File: config.mk
export PLATFORM = sky130hd
export DESIGN_NAME = hps_axis
export DESIGN_NICKNAME = d
export VERILOG_FILES = /design/src/common/hps_pkg.sv /design/src/rtl/hps_pos_cnt.sv /design/src/rtl/hps_zpass.sv /design/src/rtl/hps_axis.sv
export SDC_FILE = /design/constraint.sdc
export NUM_CORES = 1
export LEC_CHECK = 0
export BUFFER_PORTS_ARGS = -buffer_cell sky130_fd_sc_hd__buf_2
export CORE_ASPECT_RATIO = 1.75
export CORE_MARGIN = 2
export CORE_UTILIZATION = 28
export CTS_BUF_LIST = sky130_fd_sc_hd__clkbuf_4 sky130_fd_sc_hd__clkbuf_8
export DETAILED_ROUTE_END_ITERATION = 7
export PLACE_DENSITY = 0.49
export SLEW_MARGIN = 20
export SYNTH_ARGS = -nofsm -noshare
export SYNTH_HDL_FRONTEND = slang
export SYNTH_SLANG_ARGS = --single-unit
File: constraint.sdc
create_clock -name clk_i -period 9.88 [get_ports clk_i]
set_clock_uncertainty 0.2 [all_clocks]
set_input_delay 1.976 -clock clk_i [delete_from_list [all_inputs] [get_ports clk_i]]
set_output_delay 1.976 -clock clk_i [all_outputs]
set_load 0.1 [all_outputs]
File: src/common/hps_pkg.sv
package hps_pkg;
  // register byte offsets
  localparam logic [7:0] HPS_OFS_SHIFT = 8'h00;
  localparam logic [7:0] HPS_OFS_CTRL = 8'h04;
  localparam logic [7:0] HPS_OFS_STAT = 8'h08;
  localparam logic [7:0] HPS_OFS_HOME = 8'h0c;
  localparam logic [7:0] HPS_OFS_POS = 8'h10;
  // control fields
  localparam int HPS_CTRL_SPD = 0;
  localparam int HPS_CTRL_COND = 1;
  localparam int HPS_CTRL_START = 2;
  localparam int HPS_CTRL_ERRCLR = 3;
  localparam int HPS_CTRL_MTH_LSB = 4;
  localparam int HPS_CTRL_MTH_W = 3;
  // status fields
  localparam int HPS_ST_BUSY = 0;
  localparam int HPS_ST_DONE = 1;
  localparam int HPS_ST_LIMERR = 2;
  localparam int HPS_ST_ZPASS = 3;
  localparam int HPS_ST_NOZERO = 4;
  localparam int HPS_ST_COND_ACT = 5;
  localparam int HPS_ST_FWD_ERR = 6;
  localparam int HPS_ST_REV_ERR = 7;
  // reset values
  localparam logic [31:0] HPS_SHIFT_RST = 32'h0000_0000;
  localparam logic HPS_SPD_RST = 1'b0;
  localparam logic HPS_COND_RST = 1'b0;
  // return methods
  typedef enum logic [2:0] {
    HPS_M_DOG = 3'h0,
    HPS_M_COUNT = 3'h1,
    HPS_M_DATASET = 3'h2,
    HPS_M_CRADLE = 3'h3,
    HPS_M_STOPPER = 3'h4,
    HPS_M_LIMSW = 3'h5
  } hps_method_t;
  typedef enum logic [1:0] {
    HPS_IDLE = 2'b00,
    HPS_SEEK = 2'b01,
    HPS_SHIFT = 2'b11,
    HPS_FIN = 2'b10
  } hps_state_t;
endpackage

File: src/rtl/hps_pos_cnt.sv
`timescale 1ns/10ps
// tracks position from step pulses, latches zero point
module hps_pos_cnt #(
  parameter int W = 32
) (
  input wire logic clk_i,
  input wire logic rst_i,
  input wire logic step_i,
  input wire logic dir_up_i,
  input wire logic latch_i,
  output logic [W-1:0] pos_o,
  output logic [W-1:0] latched_o
);
  logic [W-1:0] pos_q;
  logic [W-1:0] lat_q;
  always_ff @(posedge clk_i) begin
    if (rst_i) begin
      pos_q <= '0;
    end else if (step_i) begin
      pos_q <= dir_up_i ? pos_q + W'(1) : pos_q - W'(1);
    end
  end
  always_ff @(posedge clk_i) begin
    if (rst_i) begin
      lat_q <= '0;
    end else if (latch_i) begin
      lat_q <= pos_q;
    end
  end
  assign pos_o = pos_q;
  assign latched_o = lat_q;
endmodule

File: src/rtl/hps_zpass.sv
`timescale 1ns/10ps
// zero-pass flag with home-set condition
module hps_zpass (
  input wire logic clk_i,
  input wire logic rst_i,
  input wire logic cond_cfg_i,
  input wire logic amp_power_i,
  input wire logic ref_pass_i,
  output logic cond_act_o,
  output logic zero_pass_flag_o
);
  logic cond_q;
  logic pwr_q;
  logic zp_q;
  logic arm_q;
  logic pwr_rise;
  assign pwr_rise = amp_power_i & ~pwr_q;
  always_ff @(posedge clk_i) begin
    if (rst_i) begin
      pwr_q <= 1'b0;
    end else begin
      pwr_q <= amp_power_i;
    end
  end
  // armed only by a system reset; condition sampled at next power-on
  always_ff @(posedge clk_i) begin
    if (rst_i) begin
      arm_q <= 1'b1;
    end else if (pwr_rise) begin
      arm_q <= 1'b0;
    end
  end
  always_ff @(posedge clk_i) begin
    if (rst_i) begin
      cond_q <= 1'b0;
    end else if (pwr_rise && arm_q) begin
      cond_q <= cond_cfg_i;
    end
  end
  always_ff @(posedge clk_i) begin
    if (rst_i) begin
      zp_q <= 1'b0;
    end else if (!amp_power_i) begin
      zp_q <= 1'b0;
    end else if (pwr_rise && arm_q && cond_cfg_i) begin
      zp_q <= 1'b1;
    end else if (pwr_rise && !arm_q && cond_q) begin
      zp_q <= 1'b1;
    end else if (ref_pass_i) begin
      zp_q <= 1'b1;
    end
  end
  assign cond_act_o = cond_q;
  assign zero_pass_flag_o = zp_q;
endmodule

File: src/rtl/hps_axis.sv
`timescale 1ns/10ps
//
// Contract
// signed 32-bit shift distance, default zero
// shift speed select, 0 return, 1 creep
// after zero point, travel shift, set home
// limit hit during shift raises major error
// shift only for dog/count/cradle/limit methods
// monitor and status update after shift ends
// configurer keeps distances within 32-bit range
// home return needs zero-pass flag set
// home-set condition defaults to pass required
// condition 1 sets zero-pass at power-on
// condition change needs reset then power cycle
// avoid no-pass condition for endless axes
// shift sign sets motion direction
module hps_axis (
  input wire logic clk_i,
  input wire logic rst_i,
  input wire logic [7:0] wb_adr_i,
  input wire logic [31:0] wb_dat_i,
  input wire logic [3:0] wb_sel_i,
  input wire logic wb_we_i,
  input wire logic wb_cyc_i,
  input wire logic wb_stb_i,
  output logic [31:0] wb_dat_o,
  output logic wb_ack_o,
  output logic wb_err_o,
  input wire logic zero_point_i,
  input wire logic ref_pass_i,
  input wire logic amp_power_i,
  input wire logic forward_limit_switch_i,
  input wire logic reverse_limit_switch_i,
  input wire logic step_done_i,
  output logic move_o,
  output logic dir_up_o,
  output logic creep_o,
  output logic home_done_o,
  output logic major_err_o,
  output logic zero_pass_flag_o
);
  logic [31:0] shift_q;
  logic spd_q;
  logic cond_q;
  logic [2:0] mth_q;
  logic start_q;
  logic errclr_q;
  hps_pkg::hps_state_t st_q;
  logic [31:0] remain_q;
  logic done_q;
  logic lim_q;
  logic fwd_err_q;
  logic rev_err_q;
  logic nozero_q;
  logic [31:0] home_q;
  logic ack_q;
  logic [31:0] rdat_q;
  logic shift_neg;
  logic use_shift;
  logic hit_lim;
  logic cond_act;
  logic zp;
  logic [31:0] pos;
  logic [31:0] zlat;
  logic stepping;
  logic wr_stb;
  logic rd_stb;
  logic mapped;

  assign shift_neg = shift_q[31];
  always_comb begin
    unique case (hps_pkg::hps_method_t'(mth_q))
      hps_pkg::HPS_M_DOG, hps_pkg::HPS_M_COUNT,
      hps_pkg::HPS_M_CRADLE, hps_pkg::HPS_M_LIMSW:
        use_shift = 1'b1;
      default:
        use_shift = 1'b0;
    endcase
  end
  // only the limit in the travel direction can be reached
  assign hit_lim = (st_q == hps_pkg::HPS_SHIFT) &&
    ((!shift_neg && forward_limit_switch_i) ||
     (shift_neg && reverse_limit_switch_i));

  // bus decode
  assign mapped = (wb_adr_i == hps_pkg::HPS_OFS_SHIFT) ||
    (wb_adr_i == hps_pkg::HPS_OFS_CTRL) ||
    (wb_adr_i == hps_pkg::HPS_OFS_STAT) ||
    (wb_adr_i == hps_pkg::HPS_OFS_HOME) ||
    (wb_adr_i == hps_pkg::HPS_OFS_POS);
  // write lands on the edge where the master sees ack, not before
  assign wr_stb = wb_cyc_i && wb_stb_i && wb_we_i && ack_q && mapped;
  assign rd_stb = wb_cyc_i && wb_stb_i && !wb_we_i && !ack_q;

  always_ff @(posedge clk_i) begin
    if (rst_i) begin
      ack_q <= 1'b0;
    end else begin
      ack_q <= wb_cyc_i && wb_stb_i && !ack_q;
    end
  end
  assign wb_ack_o = ack_q && mapped;
  assign wb_err_o = ack_q && !mapped;

  // shift distance, byte lanes honoured
  always_ff @(posedge clk_i) begin
    if (rst_i) begin
      shift_q <= hps_pkg::HPS_SHIFT_RST;
    end else if (wr_stb && wb_adr_i == hps_pkg::HPS_OFS_SHIFT) begin
      for (int i = 0; i < 4; i++) begin
        if (wb_sel_i[i]) begin
          shift_q[8*i +: 8] <= wb_dat_i[8*i +: 8];
        end
      end
    end
  end
  always_ff @(posedge clk_i) begin
    if (rst_i) begin
      spd_q <= hps_pkg::HPS_SPD_RST;
      cond_q <= hps_pkg::HPS_COND_RST;
      mth_q <= 3'h0;
    end else if (wr_stb && wb_adr_i == hps_pkg::HPS_OFS_CTRL
                 && wb_sel_i[0]) begin
      spd_q <= wb_dat_i[hps_pkg::HPS_CTRL_SPD];
      cond_q <= wb_dat_i[hps_pkg::HPS_CTRL_COND];
      mth_q <= wb_dat_i[hps_pkg::HPS_CTRL_MTH_LSB +:
                        hps_pkg::HPS_CTRL_MTH_W];
    end
  end
  // self-clearing command strobes
  always_ff @(posedge clk_i) begin
    if (rst_i) begin
      start_q <= 1'b0;
      errclr_q <= 1'b0;
    end else begin
      start_q <= wr_stb && wb_adr_i == hps_pkg::HPS_OFS_CTRL &&
        wb_sel_i[0] && wb_dat_i[hps_pkg::HPS_CTRL_START];
      errclr_q <= wr_stb && wb_adr_i == hps_pkg::HPS_OFS_CTRL &&
        wb_sel_i[0] && wb_dat_i[hps_pkg::HPS_CTRL_ERRCLR];
    end
  end

  // sequence
  always_ff @(posedge clk_i) begin
    if (rst_i) begin
      st_q <= hps_pkg::HPS_IDLE;
    end else begin
      unique case (st_q)
        hps_pkg::HPS_IDLE:
          if (start_q && !lim_q) begin
            st_q <= hps_pkg::HPS_SEEK;
          end
        hps_pkg::HPS_SEEK:
          if (zero_point_i && zp) begin
            st_q <= (use_shift && shift_q != '0) ?
              hps_pkg::HPS_SHIFT : hps_pkg::HPS_FIN;
          end
        hps_pkg::HPS_SHIFT:
          if (hit_lim) begin
            st_q <= hps_pkg::HPS_IDLE;
          end else if (stepping && remain_q == 32'h0000_0001) begin
            st_q <= hps_pkg::HPS_FIN;
          end
        hps_pkg::HPS_FIN:
          st_q <= hps_pkg::HPS_IDLE;
      endcase
    end
  end
  // zero point seen without zero-pass flag sets the no-zero status; the seek goes on
  always_ff @(posedge clk_i) begin
    if (rst_i) begin
      nozero_q <= 1'b0;
    end else if (st_q == hps_pkg::HPS_SEEK && zero_point_i && !zp) begin
      nozero_q <= 1'b1;
    end else if (start_q) begin
      nozero_q <= 1'b0;
    end
  end

  // remaining distance as magnitude
  always_ff @(posedge clk_i) begin
    if (rst_i) begin
      remain_q <= '0;
    end else if (st_q == hps_pkg::HPS_SEEK && zero_point_i) begin
      remain_q <= shift_neg ? 32'(-shift_q) : shift_q;
    end else if (stepping) begin
      remain_q <= remain_q - 32'h0000_0001;
    end
  end
  assign stepping = (st_q == hps_pkg::HPS_SHIFT) && step_done_i && !hit_lim;

  // major error set wins over clear
  always_ff @(posedge clk_i) begin
    if (rst_i) begin
      lim_q <= 1'b0;
      fwd_err_q <= 1'b0;
      rev_err_q <= 1'b0;
    end else if (hit_lim) begin
      lim_q <= 1'b1;
      fwd_err_q <= fwd_err_q | !shift_neg;
      rev_err_q <= rev_err_q | shift_neg;
    end else if (errclr_q) begin
      lim_q <= 1'b0;
      fwd_err_q <= 1'b0;
      rev_err_q <= 1'b0;
    end
  end

  // home and status only at the end of shift, not at zero point
  always_ff @(posedge clk_i) begin
    if (rst_i) begin
      home_q <= '0;
      done_q <= 1'b0;
    end else if (st_q == hps_pkg::HPS_FIN) begin
      home_q <= use_shift ? pos : zlat;
      done_q <= 1'b1;
    end else if (start_q) begin
      done_q <= 1'b0;
    end
  end

  hps_pos_cnt #(
    .W(32)
  ) u_pos (
    .clk_i(clk_i),
    .rst_i(rst_i),
    .step_i(step_done_i && move_o),
    .dir_up_i(dir_up_o),
    .latch_i(st_q == hps_pkg::HPS_SEEK && zero_point_i),
    .pos_o(pos),
    .latched_o(zlat)
  );

  hps_zpass u_zp (
    .clk_i(clk_i),
    .rst_i(rst_i),
    .cond_cfg_i(cond_q),
    .amp_power_i(amp_power_i),
    .ref_pass_i(ref_pass_i),
    .cond_act_o(cond_act),
    .zero_pass_flag_o(zp)
  );

  // read data
  always_ff @(posedge clk_i) begin
    if (rst_i) begin
      rdat_q <= '0;
    end else if (rd_stb) begin
      unique case (wb_adr_i)
        hps_pkg::HPS_OFS_SHIFT: rdat_q <= shift_q;
        hps_pkg::HPS_OFS_CTRL:
          rdat_q <= {25'h0, mth_q, 2'b00, cond_q, spd_q};
        hps_pkg::HPS_OFS_STAT:
          rdat_q <= {24'h0, rev_err_q, fwd_err_q, cond_act, nozero_q,
                     zp, lim_q, done_q, st_q != hps_pkg::HPS_IDLE};
        hps_pkg::HPS_OFS_HOME: rdat_q <= home_q;
        hps_pkg::HPS_OFS_POS: rdat_q <= pos;
        default: rdat_q <= '0;
      endcase
    end
  end
  assign wb_dat_o = rdat_q;

  // motion command; seek direction left to the drive
  assign move_o = (st_q == hps_pkg::HPS_SHIFT);
  assign dir_up_o = !shift_neg;
  assign creep_o = spd_q;
  assign home_done_o = done_q;
  assign major_err_o = lim_q;
  assign zero_pass_flag_o = zp;
endmodule

# --- After elaboration in Yosys (flattened, before gate mapping) ---
# Cells that the tools add are included.
classes:
  n_eq_ne: 14
  n_addsub: 4
  mux: 23
  n_reduce_logical: 59
  n_bitwise: 5
ops:
  columns: ["operator", "n"]
  rows:
  - ["$mux W32", 5]
  - ["$pmux W32 S5", 1]
  - ["$sub A32 B1 Y32 const B", 2]
  - ["$add A32 B1 Y32 const B", 1]
  - ["$eq A32 B1 Y1 const B", 1]
  - ["$neg A32 Y32", 1]
  - ["$reduce_bool A32 Y1", 1]
  - ["$logic_and A1 B1 Y1", 29]
  - ["$eq A8 B4 Y1 const B", 2]
  - ["$mux W1", 12]
  - ["$reduce_bool A2 Y1", 5]
  - ["$eq A8 B3 Y1 const B", 1]
  - ["$eq A8 B5 Y1 const B", 1]
  - ["$logic_not A1 Y1", 8]
  - ["$logic_not A8 Y1", 1]
  - ["$mux W2", 4]
  - ["$pmux W2 S4", 1]
  - ["$reduce_and A2 Y1", 4]
  - ["$logic_or A1 B1 Y1", 5]
  - ["$eq A2 B2 Y1 const B", 2]
  - ["$ne A2 B2 Y1 const B", 2]
  - ["$reduce_or A4 Y1", 1]
  - ["$eq A3 B1 Y1 const B", 1]
  - ["$eq A3 B2 Y1 const B", 1]
  - ["other kinds (11)", 13]
word_totals:
  output_inout_bits: 40
  word_cells: 130
  inputBits: 55
  register_bits: 211

# --- Logic depth before layout (Yosys ltp) ---
# Gate-level depths: netlist of the first run.
logic_depth:
  word_depth: 10
  ltp_mapped: 10
  depth_no_buf: 9

# --- By module ---
# A second synthesis of the first run with hierarchy kept.
unflattened:
  hier_cells: 1249
  hier_area_um2: 11220.8
modules_own_cells:
  columns: ["mod", "area_each_um2", "cells_per_inst", "instances", "seq_area_each_um2"]
  rows:
  - ["hps_axis", 7135.6, 790, 1, 2862.7]
  - ["hps_pos_cnt", 3928.8, 445, 1, 1281.2]
  - ["hps_zpass", 156.4, 14, 1, 80.1]

# --- Least setup slack after synthesis of the first run ---
# Ideal clock, no wire load.
synth_timing:
  kind: "input to output"
  start: "in wb_adr_i[5]"
  end: "out wb_err_o"
  t_required_ns: 7.704
  n_path_buf: 2
  cell_stages: 6
  setup_slack_ns: 2.865
  t_arrival_ns: 4.839
  cell_sequence: "or4_1 nor2_1 and3_1 clkbuf_1 clkbuf_1 nor3b_1"
synth_via:
  elab_chain_cells: 7
  elab_cells_between_ends: 11
  classes_between: "eq/ne (4); reduce/logical (7)"
synth_rtl:
  columns: ["element", "line", "text"]
  rows:
  - ["from (decl)", "hps_axis.sv:20", "input wire logic [7:0] wb_adr_i,"]
  - ["$eq A8 B3 Y1 / $logic_not A8 Y1 (equally long branches)", "hps_axis.sv:87, hps_axis.sv:86", null]
  - ["$logic_or A1 B1 Y1", "hps_axis.sv:86", "assign mapped = (wb_adr_i == hps_pkg::HPS_OFS_SHIFT) ||"]
  - ["$logic_or A1 B1 Y1", "hps_axis.sv:87", "(wb_adr_i == hps_pkg::HPS_OFS_CTRL) ||"]
  - ["$logic_or A1 B1 Y1", "hps_axis.sv:88", "(wb_adr_i == hps_pkg::HPS_OFS_STAT) ||"]
  - ["$logic_or A1 B1 Y1 (*)", "hps_axis.sv:89", "(wb_adr_i == hps_pkg::HPS_OFS_HOME) ||"]
  - ["$logic_not A1 Y1 (*)", "hps_axis.sv:103", "assign wb_err_o = ack_q && !mapped;"]
  - ["$logic_and A1 B1 Y1 (*)", "hps_axis.sv:103", null]
  - ["to (decl)", "hps_axis.sv:28", "output logic wb_err_o,"]
# Mark *: on every way between the ends. The rest lies on a longest branch, timed or not.

# --- Final worst setup path of the first run ---
layout_timing:
  start: "in wb_adr_i[0]"
  end: "out wb_err_o"
# Same word-level chain as after synthesis.

==> impl_metrics.ini, run 1 <==
[job]
cap_violations = 0

[sta]
report.final.hold_viol_count = 0
finalMaxSlewViolations = 0
period_share_pct = 59.8
maxSlewHeadroom_pct = 42.9
fin_tns_setup_ps = 0
tightest_slew_ps = 850
min_period_ps = 5910
setup_viol = 0
rsz0062_at_grt = false
max_freq_ghz = 0.169

[yosys]
synth_top_area_share_pct = 37.2
yosysWarnings = 0
syn_avg_cell_area_um2 = 8.01
synth_flop_cell = dfxtp_1
synthMostInstantiatedCell = dfxtp_1
synthArstFlopShare_pct = 0
syn_inst = 1418
syn_area_mm2 = 0.0114
synth.largest_area_cell = dfxtp_1
synth_commonest_cells = dfxtp_1, nand2_1, nor2_1
synth_edf_count = 0
synth_nets = 1507
ys_seq_area_share_pct = 37.2
synth_area_leaders = dfxtp_1, nand2_1, a21oi_1
synth_seq_cells = 211
yosysUniqueCellTypes = 71

[global_route]
grt_pass1_wl_um = 57500
grt_max_degree = 95
gr-total-overflow = 0
grt.total_usage_pct = 17.2
antenna_found_initial = 1
grt_pass1_vias = 10300

[clock_tree]
cts_sinks = 211
h-tree-depth = 2
cts_resized = 0
cts_buffers = 35
cts_tree = yes
postCtsHoldBufs = 0
clockBufferDepth = 3
ctsRootBufferMaster = clkbuf_8
path_clk_slew_ps = 60
insertion_delay_ps = 550
cts_setup_buffers = 0

[floorplanning]
num_rows = 97
ios = 95
start_util_pct = 28.4
dieArea_mm2 = 0.0422
die_x_um = 156
die_h_um = 270
core-area_mm2 = 0.0401

[setup_path]
r2r_start = shift_q[31]$_SDFFE_PP0P_
path_class = primary input to primary output
r2r_cells = 9
r2r_end = u_pos.pos_o[31]$_SDFFE_PP0P_
r2r_slack_ps = 5800
required_ps = 7700
cp-end-kind = primary output
crit_start = wb_adr_i[0]
crit_arrival_ps = 3730
path_max_fanout = 30
critPathLaunchType = primary input
endpoint = wb_err_o

[pwr]
leakage_nw = 4.73
p_per_area_mw_per_mm2 = 145
ir_drop_mv = 0.118

[drt]
wirelength_um = 36500
vias_per_cell = 5.33
wl_per_cell_um = 18.5
drc = 0
ant_nets = 0
vias = 10500
dr.pass1.iters = 8
first_iter_violations = 746

[finish]
fill_cells = 4303
nNetsFinal = 1550
final_util_pct = 32.5
drive_gt1_share_pct = 12.3
synthToLayoutAreaGrowth_pct = 14.7

[placement]
place.gp.congestion = 0.900
port-buffer-count = 94
post-dp-hpwl_um = 26000

[hold_path]
hp-class = register to register

[outcome]
status = finished clean
==> logic make-up (layout without fill, tap and decap cells) <==
family                     count (synthesis)  count (layout)  share of synthesized area (%)
buffers and inverters                    122             186                           4.34
DFF                                      211             211                           37.2
other                                      0               1                              0
and+or+nand+nor                          561             561                           22.9
xor gates and xnor gates                  71              71                           5.48
adders and majority gates                 35              35                           3.90
muxes                                     42              42                           3.71
AOI/OAI and AO/OA                        376             376                           22.5
==> worst min path at each step <==
| stage | end | start | slack (ps) | depth (start not counted) |
|---|---|---|---|---|
| finish | u_pos.latched_o[18]$_SDFFE_PP0P_ | u_pos.latched_o[18]$_SDFFE_PP0P_ | 250 | 2 |
| global route | u_pos.latched_o[18]$_SDFFE_PP0P_ | u_pos.latched_o[18]$_SDFFE_PP0P_ | 270 | 2 |
| detailed placement | u_pos.latched_o[22]$_SDFFE_PP0P_ | u_pos.latched_o[22]$_SDFFE_PP0P_ | 250 | 2 |
| global placement | u_pos.latched_o[12]$_SDFFE_PP0P_ | u_pos.latched_o[12]$_SDFFE_PP0P_ | 240 | 2 |
| floorplan | u_pos.latched_o[0]$_SDFFE_PP0P_ | u_pos.latched_o[0]$_SDFFE_PP0P_ | 240 | 2 |
| CTS | u_pos.latched_o[22]$_SDFFE_PP0P_ | u_pos.latched_o[22]$_SDFFE_PP0P_ | 250 | 2 |
==> metal layers <==
layer / GRT usage [%] / share of wire [%]
met1: 18.7 / 39
met2: 33.0 / 54
met3: 2.33 / 3.8
met4: 6.76 / 3.5
met5: 0 / 0
==> per-stage QoR <==
step                      power [mW]  hold slack (ps)  cells  setup slack (ps)  cell area [µm²]
after detailed placement       0.927              246   1919              3970            12200
after global routing            1.95              273   1978              3850            13000
after CTS                       1.92              255   1977              3960            13000
after floorplan                0.905              236   1418              2860            11400
final                           1.89              252   1978              3970            13000
after global placement         0.927              241   1919              3990            12200
==> registers in the layout, indices dropped and copies added (netlist names), 2 cells and up <==
name / flops
u_pos.latched_o: 32
wb_dat_o: 32
u_pos.pos_o: 32
home_q: 32
shift_q: 32
st_q: 2
remain_q: 32
mth_q: 3
==> cell type report <==
type	count	area, µm²	area share [%]
Inverter	18	67.6	0.519
Timing Repair Buffer	110	597	4.58
Antenna cell	1	2.50	0.0192
Multi-Input combinational cell	1085	6650	51.0
Sequential cell	211	4230	32.4
Clock buffer	46	602	4.62
Clock inverter	12	263	2.02
Tap cell	495	619	4.76
==> placed cells by master, fill, tap and decap left out, drive strengths merged, types with 6 or more instances in the layout <==
master,Yosys,routed
nand3b,10,10
nor2b,13,13
nor4,10,10
nand4,12,12
nor2,172,172
buf,13,110
a311oi,9,9
and3,9,9
nor3,27,27
or3,17,17
bufinv,0,8
a211o,7,7
xor2,23,23
nand2,186,186
o41ai,6,6
o211ai,8,8
xnor2,48,48
o31ai,13,13
nand2b,7,7
and2,6,6
ha,33,33
nand3,56,56
clkbuf,90,46
a211oi,63,63
a21o,19,19
or4,14,14
nor3b,6,6
a222oi,27,27
inv,18,18
mux2i,41,41
a221oi,7,7
dfxtp,211,211
o21ai,28,28
a21oi,134,134
o21a,14,14
==> report_power, final <==
group,leakage [nW],internal (mW),switching [mW]
combinational,2.58,0.0142,0.0391
sequential,1.70,0.852,0.00197
clock,0.443,0.606,0.374
total,4.73,1.47,0.415
==> critical path, stage by stage <==
cell and delay (ps):
buf_2 90, or4_1 560, nor2_1 140, and3_1 190, buf_4 350, nor3b_1 100
buf_2 320
No activity file was read; power rests on OpenSTA's default activity.
==> run 2: changes to the inputs <==
==> constraint.sdc (replaced) <==
create_clock -name clk_i -period 5.7 [get_ports clk_i]
set_clock_uncertainty 0.2 [all_clocks]
set_input_delay 1.14 -clock clk_i [delete_from_list [all_inputs] [get_ports clk_i]]
set_output_delay 1.14 -clock clk_i [all_outputs]
set_load 0.1 [all_outputs]
==> run 2 against run 1 <==
  * The run now ends with design-rule violations left
  * Cell count grew 0.20%
  * Core utilization shrank 0.38 points
  * Hold slack gained 2.4 ps
  * Die area did not move
  * Sequential power up 73%
  * Power increased by 56%
  * Clock-buffer cell count increased by 7
==> impl_metrics.ini, run 2 (same netlist as run 1, synthesis figures left out) <==
[setup_path]
cp_common_cell = buf_2
path_max_fanout = 7
max_stage_delay_ps = 560
required_ps = 4360
worstPathCellList = buf_2, or4_1, nor3_1, o21a_1, buf_2
path_class = primary input to primary output
cp_num_buf_inv = 2
cp-end-kind = primary output
critPathLaunchType = primary input
crit_path_top_delay_cell = or4_1
crit_arrival_ps = 2880
cp_top_family = simple AND/OR/NAND/NOR gates

[clock_tree]
path_clk_slew_ps = 60
cts_tree = yes
h-tree-depth = 2
cts_sinks = 211
ctsRootBufferMaster = clkbuf_8
cts_setup_buffers = 0
postCtsHoldBufs = 0
insertion_delay_ps = 540
cts_buffers = 34
cts_resized = 0
clockBufferDepth = 3

[global_route]
grt.total_usage_pct = 17.2
grt_pass1_wl_um = 57400
grt_max_degree = 75
antenna_found_initial = 1
gr-total-overflow = 0
grt_pass1_vias = 10300

[hold_path]
hp-class = register to register

[placement]
place_area_mm2 = 0.0122
place.gp.congestion = 0.839
port-buffer-count = 94
post-dp-hpwl_um = 26300

[floorplanning]
die_h_um = 270
die_x_um = 156
start_util_pct = 28.4
core-area_mm2 = 0.0401
ios = 95
num_rows = 97
dieArea_mm2 = 0.0422

[finish]
layout_commonest_cell = dfxtp_1
drive_gt1_share_pct = 12.5
finalInstanceArea_mm2 = 0.0129
mostFrequentLayoutCells = dfxtp_1, nand2_1, nor2_1
nNetsFinal = 1551
fill_cells = 4257
synthToLayoutAreaGrowth_pct = 13.3

[drt]
ant_nets = 0
wl_met2_um = 19500
top_layer = met4
dr.pass1.iters = 8
vias = 10500
wl_per_cell_um = 18.5
wirelength_um = 36600
met3_length_um = 1180
wl_met1_um = 14500
vias_per_cell = 5.29
first_iter_violations = 718
drc = 11

[sta]
rsz0062_at_grt = false
maxSlewHeadroom_pct = 39.5
min_period_ps = 4220
tightest_slew_ps = 905
report.final.hold_viol_count = 0
setup_viol = 0
period_share_pct = 74.0
fin_tns_setup_ps = 0
finalMaxSlewViolations = 0
max_freq_ghz = 0.237

[job]
cap_violations = 0

[pwr]
p_per_area_mw_per_mm2 = 229
leakage_nw = 4.68
ir_drop_mv = 0.0980

[outcome]
violations = design-rule violations
status = finished with violations
run 2: cell count changes in the layout (fill, tap and decap cells not counted):
cell        before  now
clkinv_2         3    7
buf_4           16   18
clkinvlp_4       1    0
clkbuf_8        41   42
bufinv_16        8    0
clkbuf_4         5   11
run 2: path summary, 6_finish.rpt:
| path | start | cells after the start | slack [ps] | to |
|---|---|---|---|---|
| setup / recovery | wb_adr_i[0] | 5 | 1480 | wb_ack_o |
| hold / removal | u_pos.latched_o[11]$_SDFFE_PP0P_ | 2 | 250 | u_pos.latched_o[11]$_SDFFE_PP0P_ |
| setup reg to reg | shift_q[31]$_SDFFE_PP0P_ | 9 | 1750 | u_pos.pos_o[24]$_SDFFE_PP0P_ |
| hold reg to reg | u_pos.latched_o[11]$_SDFFE_PP0P_ | 2 | 250 | u_pos.latched_o[11]$_SDFFE_PP0P_ |
run 2: through the flow:
| step | utilization (%) | hold WS (ps) | cells | setup WS (ps) | total power [mW] |
|---|---|---|---|---|---|
| 2_1_floorplan | - | 236 | 1418 | 357 | 1.57 |
| 4_1_cts | 32.1 | 254 | 1981 | 1490 | 3.00 |
| 6_report | 32.1 | 254 | 1982 | 1480 | 2.95 |
| 3_3_place_gp | 30.4 | 241 | 1921 | 1510 | 1.61 |
| 3_5_place_dp | 30.4 | 246 | 1921 | 1490 | 1.61 |
| 5_1_grt | 32.1 | 272 | 1982 | 1310 | 3.06 |
run 2: metal layers:
layer	GRT usage [%]	vias to the layer above
met5	0	-
met4	7.77	0
met3	2.05	70
met2	32.5	222
met1	18.9	4955
li1	-	5235
run 2: tightest hold or removal path: cells and delay by family, from the launching register on:
kind / cells / cell delay [ps]
AOI/OAI and AO/OA: 1 / 50
and+or+nand+nor: 1 / 50
DFF: 1 / 300
run 2: final cells by class:
cell class	count	area [µm²]	area share (%)
timing repair buffer	112	612	4.75
antenna	1	2.50	0.0194
tap	495	619	4.81
multi-input combinational	1085	6650	51.7
clock buffer	53	661	5.13
clock inverter	7	35.0	0.272
sequential	211	4230	32.8
inverter	18	67.6	0.525
run 2: report_power, final:
group	leakage, nW	internal [mW]	switching (mW)
Combinational	2.59	0.0247	0.0700
Sequential	1.70	1.48	0.00394
Clock	0.380	0.738	0.634
